===== config.mk =====
export PLATFORM = sky130hd
export DESIGN_NAME = tpw_top
export DESIGN_NICKNAME = d
export VERILOG_FILES = /design/src/verilog/tpw_pkg.sv /design/src/verilog/tpw_cfg_if.sv /design/src/verilog/tpw_core.sv /design/src/verilog/tpw_top.sv
export SDC_FILE = /design/constraint.sdc
export NUM_CORES = 1
export LEC_CHECK = 0
export ABC_CLOCK_PERIOD_IN_PS = 2000
export BUFFER_PORTS_ARGS = -buffer_cell sky130_fd_sc_hd__buf_2
export CORE_MARGIN = 2
export CORE_UTILIZATION = 52
export DETAILED_ROUTE_END_ITERATION = 6
export MAX_ROUTING_LAYER = met4
export PLACE_DENSITY = 0.85
export SYNTH_ARGS = -nofsm -noshare
export SYNTH_HDL_FRONTEND = slang
export SYNTH_HIERARCHICAL = 1
export SYNTH_SLANG_ARGS = --single-unit

===== constraint.sdc =====
create_clock -name clock -period 2 [get_ports clock]
set_clock_uncertainty 0.1 [all_clocks]
set_input_delay 0 -clock clock [delete_from_list [all_inputs] [get_ports clock]]
set_output_delay 0 -clock clock [all_outputs]
set_load 0.1 [all_outputs]

===== src/verilog/tpw_pkg.sv =====
package tpw_pkg;
  // Register byte addresses
  localparam logic [7:0] ctrl_addr = 8'h00;
  localparam logic [7:0] count_addr = 8'h04;
  localparam logic [7:0] match_addr = 8'h08;
  localparam logic [7:0] reload_addr = 8'h0C;
  localparam logic [7:0] status_addr = 8'h10;
  localparam logic [7:0] mask_addr = 8'h14;
  // Control field positions
  localparam int ctrl_enable_bit = 0;
  localparam int ctrl_polarity_bit = 1;
  localparam int ctrl_prescale_lsb = 4;
  localparam int prescale_width = 3;
  // Reset and restart values, response codes
  localparam logic [15:0] count_restart = 16'h0001;
  localparam logic [15:0] count_reset = 16'h0000;
  localparam logic [15:0] match_reset = 16'h0000;
  localparam logic [15:0] reload_reset = 16'hFFFF;
  localparam logic [7:0] ctrl_reset = 8'h00;
  localparam logic mask_reset = 1'b0;
  localparam logic [1:0] resp_okay = 2'h0;
  localparam logic [1:0] resp_slverr = 2'h2;
endpackage : tpw_pkg


===== src/verilog/tpw_cfg_if.sv =====
interface tpw_cfg_if;
  logic enable;
  logic polarity;
  logic [2:0] prescale;
  logic [15:0] match;
  logic [15:0] reload;
  logic load_strobe;
  logic [15:0] load_value;
  logic [15:0] count;
  logic period_end;
  logic pwm_out;
  modport regs (output enable, polarity, prescale, match, reload,
    load_strobe, load_value, input count, period_end, pwm_out);
  modport core (input enable, polarity, prescale, match, reload,
    load_strobe, load_value, output count, period_end, pwm_out);
endinterface : tpw_cfg_if


===== src/verilog/tpw_core.sv =====
module tpw_core (
  // Clock and reset
  input wire logic clock,
  input wire logic reset,
  // Configuration and state
  tpw_cfg_if.core cfg
);
  import tpw_pkg::*;

  logic [7:0] prescale_count;
  logic [7:0] next_prescale_count;
  logic [7:0] prescale_limit;
  wire tick;
  wire at_match;
  wire at_reload;

  // Divide by 2^prescale before each count step
  assign prescale_limit = 8'((8'h01 << cfg.prescale) - 8'h01);
  assign tick = cfg.enable && (prescale_count == prescale_limit);
  assign next_prescale_count = tick ? 8'h00 : 8'(prescale_count + 8'h01);
  assign at_match = cfg.count == cfg.match;
  assign at_reload = cfg.count == cfg.reload;

  always_ff @(posedge clock) begin
    if (reset || !cfg.enable) begin
      prescale_count <= 8'h00;
    end else begin
      prescale_count <= next_prescale_count;
    end
  end

  always_ff @(posedge clock) begin
    if (reset) begin
      cfg.count <= count_reset;
      cfg.pwm_out <= 1'b0;
      cfg.period_end <= 1'b0;
    end else begin
      cfg.period_end <= tick && at_reload;
      if (cfg.load_strobe) begin
        cfg.count <= cfg.load_value;
      end else if (tick && at_reload) begin
        cfg.count <= count_restart;
      end else if (tick) begin
        cfg.count <= 16'(cfg.count + 16'h0001);
      end
      if (!cfg.enable || (tick && at_reload)) begin
        cfg.pwm_out <= cfg.polarity;
      end else if (tick && at_match) begin
        cfg.pwm_out <= ~cfg.polarity;
      end
    end
  end
endmodule : tpw_core


===== src/verilog/tpw_top.sv =====
module tpw_top (
  // Clock and reset
  input wire logic clock,
  input wire logic reset,
  // AXI4-Lite write address
  input wire logic awvalid,
  output logic awready,
  input wire logic [7:0] awaddr,
  // AXI4-Lite write data
  input wire logic wvalid,
  output logic wready,
  input wire logic [31:0] wdata,
  input wire logic [3:0] wstrb,
  // AXI4-Lite write response
  output logic bvalid,
  input wire logic bready,
  output logic [1:0] bresp,
  // AXI4-Lite read address
  input wire logic arvalid,
  output logic arready,
  input wire logic [7:0] araddr,
  // AXI4-Lite read data
  output logic rvalid,
  input wire logic rready,
  output logic [31:0] rdata,
  output logic [1:0] rresp,
  // Timer output pin and interrupt
  output logic timer_out,
  output logic timer_out_en,
  output logic irq
);
  import tpw_pkg::*;

  tpw_cfg_if cfg ();

  logic [7:0] ctrl;
  logic [15:0] match;
  logic [15:0] reload;
  logic status;
  logic mask;
  logic aw_held;
  logic w_held;
  logic [7:0] aw_addr_q;
  logic [31:0] w_data_q;
  logic [3:0] w_strb_q;
  logic [31:0] next_rdata;
  logic next_rerr;

  wire [7:0] waddr = aw_held ? aw_addr_q : awaddr;
  wire [31:0] wdat = w_held ? w_data_q : wdata;
  wire [3:0] wstb = w_held ? w_strb_q : wstrb;
  wire have_aw = aw_held || awvalid;
  wire have_w = w_held || wvalid;
  wire do_write = have_aw && have_w && !bvalid;
  wire do_read = arvalid && !rvalid;
  wire wr_ctrl = do_write && waddr == ctrl_addr && wstb[0];
  wire wr_count = do_write && waddr == count_addr;
  wire wr_match = do_write && waddr == match_addr;
  wire wr_reload = do_write && waddr == reload_addr;
  wire wr_status = do_write && waddr == status_addr && wstb[0];
  wire wr_mask = do_write && waddr == mask_addr && wstb[0];
  wire w_mapped = waddr == ctrl_addr || wr_count || wr_match ||
    wr_reload || waddr == status_addr || waddr == mask_addr;
  wire aw_take = awvalid && awready;
  wire w_take = wvalid && wready;
  wire status_clear = wr_status && wdat[0];
  wire next_status = cfg.period_end || (status && !status_clear);
  // Byte-lane merge for the 16-bit registers; unstrobed lanes keep value
  logic [15:0] count_merged;
  logic [15:0] match_merged;
  logic [15:0] reload_merged;
  for (genvar lane = 0; lane < 2; lane++) begin : g_lane
    assign count_merged[8*lane +: 8] = wstb[lane] ?
      wdat[8*lane +: 8] : cfg.count[8*lane +: 8];
    assign match_merged[8*lane +: 8] = wstb[lane] ?
      wdat[8*lane +: 8] : match[8*lane +: 8];
    assign reload_merged[8*lane +: 8] = wstb[lane] ?
      wdat[8*lane +: 8] : reload[8*lane +: 8];
  end

  assign cfg.enable = ctrl[ctrl_enable_bit];
  assign cfg.polarity = ctrl[ctrl_polarity_bit];
  assign cfg.prescale = ctrl[ctrl_prescale_lsb +: prescale_width];
  assign cfg.match = match;
  assign cfg.reload = reload;
  assign cfg.load_strobe = wr_count;
  assign cfg.load_value = count_merged;

  tpw_core core (
    .clock(clock),
    .reset(reset),
    .cfg(cfg)
  );

  always_comb begin
    next_rdata = 32'h00000000;
    next_rerr = 1'b0;
    unique case (araddr)
      ctrl_addr: next_rdata = {24'h000000, ctrl};
      count_addr: next_rdata = {16'h0000, cfg.count};
      match_addr: next_rdata = {16'h0000, match};
      reload_addr: next_rdata = {16'h0000, reload};
      status_addr: next_rdata = {31'h00000000, status};
      mask_addr: next_rdata = {31'h00000000, mask};
      default: next_rerr = 1'b1;
    endcase
  end

  // Write channel capture; either channel may arrive first
  always_ff @(posedge clock) begin
    if (reset || do_write) begin
      aw_held <= 1'b0;
      w_held <= 1'b0;
    end else begin
      if (aw_take) begin
        aw_held <= 1'b1;
      end
      if (w_take) begin
        w_held <= 1'b1;
      end
    end
    if (aw_take) begin
      aw_addr_q <= awaddr;
    end
    if (w_take) begin
      w_data_q <= wdata;
      w_strb_q <= wstrb;
    end
  end

  always_ff @(posedge clock) begin
    if (reset) begin
      awready <= 1'b1;
      wready <= 1'b1;
      bvalid <= 1'b0;
      bresp <= resp_okay;
    end else if (do_write) begin
      awready <= 1'b0;
      wready <= 1'b0;
      bvalid <= 1'b1;
      bresp <= w_mapped ? resp_okay : resp_slverr;
    end else if (bvalid && bready) begin
      awready <= 1'b1;
      wready <= 1'b1;
      bvalid <= 1'b0;
    end else begin
      if (aw_take) begin
        awready <= 1'b0;
      end
      if (w_take) begin
        wready <= 1'b0;
      end
    end
  end

  always_ff @(posedge clock) begin
    if (reset) begin
      arready <= 1'b1;
      rvalid <= 1'b0;
      rdata <= 32'h00000000;
      rresp <= resp_okay;
    end else if (do_read) begin
      arready <= 1'b0;
      rvalid <= 1'b1;
      rdata <= next_rdata;
      rresp <= next_rerr ? resp_slverr : resp_okay;
    end else if (rvalid && rready) begin
      arready <= 1'b1;
      rvalid <= 1'b0;
    end
  end

  always_ff @(posedge clock) begin
    if (reset) begin
      ctrl <= ctrl_reset;
      match <= match_reset;
      reload <= reload_reset;
      mask <= mask_reset;
    end else begin
      if (wr_ctrl) begin
        ctrl <= wdat[7:0];
      end
      if (wr_match) begin
        match <= match_merged;
      end
      if (wr_reload) begin
        reload <= reload_merged;
      end
      if (wr_mask) begin
        mask <= wdat[0];
      end
    end
  end

  // Period-end event is sticky; a new event wins over a write-one clear
  always_ff @(posedge clock) begin
    if (reset) begin
      status <= 1'b0;
      irq <= 1'b0;
    end else begin
      status <= next_status;
      irq <= next_status && mask;
    end
  end

  always_ff @(posedge clock) begin
    if (reset) begin
      timer_out <= 1'b0;
      timer_out_en <= 1'b0;
    end else begin
      timer_out <= cfg.pwm_out;
      timer_out_en <= cfg.enable;
    end
  end
endmodule : tpw_top

==> summary by stage <==
Status
The flow ran to the end, but the final reports show violations. The final reports fail on negative setup slack.

Layout
Summing all flip-flop and latch instances after layout gives between 2000 and 3000 µm². The final non-filler cell area is around 8900 µm². 0 antenna diodes ended up in the layout. Measured on the finished design, the core utilization comes to 0.734.

Summing all multi-input logic gate instances after layout gives approximately 3800 µm². In the final layout, the share of cells above drive strength 1 is 0.354. The layout has 759 filler cells. At the end of the flow, the number of nets in the layout was 913.

The area added between synthesis and finish is 36.6%.

Route
In the routed layout, each cell is associated on average with a via count of 6.06. The number of design rule violations left after detail routing is 0. In this run the remaining antenna-violating nets after routing total 0. The average detailed-routed wire length per instance is around 21 µm. Before antenna repair, the detailed router went through 5 iterations. The number of violations reported at the end of detailed-routing iteration 0 is slightly below 700. After detailed routing, the total wire length is 21600 µm. For this block, the via count after detailed routing is 6257.

Setup path
STA classifies the critical path startpoint as a flip-flop. The internal reg-to-reg setup slack is -0.21 ns. The top fanout value on the critical path is 6.

The critical path is of the flip-flop to flip-flop type. The critical path arrival is about 2.4 ns. The endpoint class of the critical path is a flip-flop. The count of cells along the worst register-to-register path is 8. The required time of the worst setup path is between 2 and 2.5 ns. The reg-to-reg critical path startpoint is core/prescale_count[2]. The destination of the worst register-to-register timing path is core/cfg.count[3]. The startpoint of the worst setup timing path is core/prescale_count[2].

Yosys
In the synthesized netlist the dominant register cell turns out to be sky130_fd_sc_hd__dfxtp_1. Counting flops with an async set or reset pin after synthesis yields a share of 0. In the synthesized netlist, the number of instances is 675.

The mapped netlist covers 6510 µm². In this run, synthesis inferred 26 flip-flops with an integrated enable. The register bit count reported by yosys is 122. The synthesized area divided by synthesized cell count is 9.65 µm². During synthesis, Yosys emitted a total of 6 warnings.

The sequential fraction of the synthesis area is 0.415. The netlist uses 72 different library cells.

STA
The number of pins exceeding their max-slew limit in the final report is 0. Headroom to the max-slew limit came out at 0.225. Across all hold checks on the routed design, the worst slack comes to 0.0466 ns.

The highest clock rate is 453 MHz. The ratio of final minimum period to clock period is 1.10. For the finished layout, the period the worst path requires is roughly 2.2 ns. Setup repair after global routing could not meet its margin everywhere. After layout, the worst setup slack is -0.205 ns. The final number of setup-violating endpoints is 26. The actual transition at the worst max-transition pin is 1.16 ns. The number of hold violations in the final report is 0.

Clock tree
In this run the number of H-tree levels came out at 4. The clock root buffer master is sky130_fd_sc_hd__clkbuf_16. Clock tree synthesis inserted a total of 17 buffers. Clock latency on the worst-skew pair, taken at its later pin, is 0.43 ns. After clock tree synthesis, the clock-pin slew on the worst setup and hold paths is 0.06 ns. The maximum count of clock buffers along a single path is 2. TritonCTS built the clock tree. The CTS sink count is 122.

GRT
The number of antenna violations at the first check in global routing came to 0. Entering global routing, the biggest net connects 67 pins. The via count of the first global-routing pass is approximately 6000.

For this run, the total global-route usage over all layers was measured as 0.332. The first global-routing pass estimated 32600 µm of wire. The total overflow left after global routing is 0.

Die
In this run the standard cell core region covers about 12000 µm². The initial core utilization is 0.538. The area of the die is 13400 µm². The height of the die is 116 µm. The die extent in x is 116 µm. In this run the core area contains 40 standard-cell rows.

The I/O pin count is 103.

Min path
The worst hold path begins at araddr[3]. The tightest min-delay check is of the input pin to flip-flop type. The path with the worst hold slack has its endpoint at rdata[0]. The number of instances on the worst hold path is 3.

Placed design
Port buffering added 66 buffers. Routability-driven placement finished with a final weighted congestion of roughly 1. The sum of net half-perimeters after detailed placement is 12900 µm.

Prior to clock tree synthesis, the placed netlist has a worst setup slack of -0.187 ns. Summing all placed instances gives a cell area of 7540 µm².

Run
The tool flagged a number of max-cap violations equal to 0.

Power and ir drop
The worst-case IR drop observed on VDD is 0.789 mV. The total power density per cell area is 776 nW/µm². Summed over all cells, the static leakage comes to 3.46 nW.
-- metal layers --
metal	part of all wire	global-route usage	vias up
met5	0	-	-
met4	0.047	0.143	0
met3	0.080	0.0628	102
met2	0.49	0.548	400
met1	0.38	0.397	2992
li1	-	-	2763
-- stage by stage --
step | TNS, ns | total power [W] | instances
5_1_grt | -4.81 | 0.00705 | 1033
2_1_floorplan | -3.51 | 0.00324 | 692
4_1_cts | -1.46 | 0.00680 | 1030
3_5_place_dp | -2.49 | 0.00343 | 959
6_report | -1.89 | 0.00690 | 1033
3_3_place_gp | -1.06 | 0.00341 | 959
-- cells in the mapped netlist, types with 3 or more instances --
cell type	n	area, µm²
sky130_fd_sc_hd__nor2_1	86	323
sky130_fd_sc_hd__nand3_1	12	60.1
sky130_fd_sc_hd__a22oi_1	9	67.6
sky130_fd_sc_hd__o21ai_1	8	40.0
sky130_fd_sc_hd__and3_1	4	25.0
sky130_fd_sc_hd__or2_2	3	18.8
sky130_fd_sc_hd__xnor2_1	24	210
sky130_fd_sc_hd__nand2_1	26	97.6
sky130_fd_sc_hd__mux4_2	8	180
sky130_fd_sc_hd__dfxtp_1	96	1920
sky130_fd_sc_hd__buf_1	3	11.3
sky130_fd_sc_hd__a21oi_1	34	170
sky130_fd_sc_hd__nor2b_1	37	231
sky130_fd_sc_hd__nor4_1	8	50.1
sky130_fd_sc_hd__a22o_1	8	70.1
sky130_fd_sc_hd__inv_1	10	37.5
sky130_fd_sc_hd__nand4_1	9	56.3
sky130_fd_sc_hd__o221ai_1	3	26.3
sky130_fd_sc_hd__mux2i_1	34	340
sky130_fd_sc_hd__nand2b_1	9	56.3
sky130_fd_sc_hd__clkbuf_1	25	93.8
sky130_fd_sc_hd__buf_2	11	55.1
sky130_fd_sc_hd__mux2_2	28	315
sky130_fd_sc_hd__buf_4	20	150
sky130_fd_sc_hd__o21ai_0	12	60.1
sky130_fd_sc_hd__and2_1	6	37.5
sky130_fd_sc_hd__a311oi_1	11	96.3
sky130_fd_sc_hd__buf_6	3	33.8
sky130_fd_sc_hd__nor3_1	14	70.1
sky130_fd_sc_hd__edfxtp_1	26	781
sky130_fd_sc_hd__xor2_1	22	193
sky130_fd_sc_hd__a31oi_1	16	100
-- repair_timing --
| item | CTS | global route |
|---|---|---|
| buffers inserted | 3 | 4 |
| gates resized for setup | 29 | 40 |
| pin swaps | 15 | 11 |
| hold endpoints to repair | 56 | 0 |
| hold buffers | 36 | 0 |
| setup endpoints to repair | 50 | 67 |
-- cells in the final DEF, fill, tap and decap left out, types with 4 or more instances in the layout --
master                          instances
sky130_fd_sc_hd__nand3_2                4
sky130_fd_sc_hd__mux4_2                 8
sky130_fd_sc_hd__dfxtp_2                8
sky130_fd_sc_hd__nand3_1                9
sky130_fd_sc_hd__nor4_2                 5
sky130_fd_sc_hd__edfxtp_1              26
sky130_fd_sc_hd__a22oi_1                9
sky130_fd_sc_hd__o21ai_0               11
sky130_fd_sc_hd__a311oi_2               4
sky130_fd_sc_hd__a31oi_1               14
sky130_fd_sc_hd__buf_2                 66
sky130_fd_sc_hd__nor2b_1               37
sky130_fd_sc_hd__a311oi_1               8
sky130_fd_sc_hd__and2_1                 6
sky130_fd_sc_hd__mux2i_1               32
sky130_fd_sc_hd__bufinv_16              4
sky130_fd_sc_hd__nor2_1                83
sky130_fd_sc_hd__dlygate4sd3_1         36
sky130_fd_sc_hd__nand2_1               26
sky130_fd_sc_hd__and3_1                 4
sky130_fd_sc_hd__buf_6                  7
sky130_fd_sc_hd__mux2_2                20
sky130_fd_sc_hd__mux2_4                 8
sky130_fd_sc_hd__a21oi_1               30
sky130_fd_sc_hd__a22o_1                 7
sky130_fd_sc_hd__xnor2_1               24
sky130_fd_sc_hd__conb_1                18
sky130_fd_sc_hd__buf_4                 92
sky130_fd_sc_hd__nor4_1                 4
sky130_fd_sc_hd__nand4_1                9
sky130_fd_sc_hd__nor3_1                10
sky130_fd_sc_hd__nand2b_1               9
sky130_fd_sc_hd__xor2_1                22
sky130_fd_sc_hd__a21oi_2                5
sky130_fd_sc_hd__clkbuf_16             18
sky130_fd_sc_hd__dfxtp_1               88
sky130_fd_sc_hd__o21ai_1                7
sky130_fd_sc_hd__inv_1                  9
-- cell type report --
type,count,share of cell area
repair buffers,203,0.169
inverters,10,0.00422
flip-flops and latches,122,0.305
clock inverters,10,0.0181
clock buffers,22,0.0546
well taps,168,0.0236
multi-input cells,498,0.426
-- kinds of logic after synthesis --
group           synth area share
simple gates               0.193
compound gates             0.139
flops                      0.415
buf+inv                   0.0586
mux                        0.128
xor+xnor                  0.0619
fa+ha+maj                0.00384
other cells             0.000576
-- how the worst max path moves through the flow --
stage                                    end  slack [ns]
after floorplan           core/cfg.count[12]       -0.21
after global placement    core/cfg.count[11]       -0.10
after detailed placement  core/cfg.count[14]       -0.19
after CTS                 core/cfg.count[14]       -0.16
after global routing       core/cfg.count[3]       -0.27
final                      core/cfg.count[3]       -0.21
-- flip-flops by register name (all words and copies together), names as in the netlist, 2 cells and up --
signal / flops
aw_addr_q: 8
cfg.reload: 16
ctrl: 8
w_strb_q: 2
cfg.match: 16
core/prescale_count: 8
core/cfg.count: 16
w_data_q: 16
rdata: 16
-- power breakdown --
group	total, W	internal, W	switching (W)
logic	0.000916	0.000283	0.000633
clock network	0.00337	0.00222	0.00115
registers	0.00262	0.00258	0.0000412
total	0.00690	0.00508	0.00182
-- worst max-delay path, cell delays in order (launching register included) --
cell and delay (ns):
sky130_fd_sc_hd__dfxtp_2 0.32, sky130_fd_sc_hd__or4_4 0.54, sky130_fd_sc_hd__o22ai_4 0.18, sky130_fd_sc_hd__o211ai_4 0.10
sky130_fd_sc_hd__buf_6 0.16, sky130_fd_sc_hd__buf_6 0.13, sky130_fd_sc_hd__nor3_4 0.16, sky130_fd_sc_hd__xnor2_1 0.08
sky130_fd_sc_hd__o32ai_1 0.30
Power figures use the tool's default switching activity.
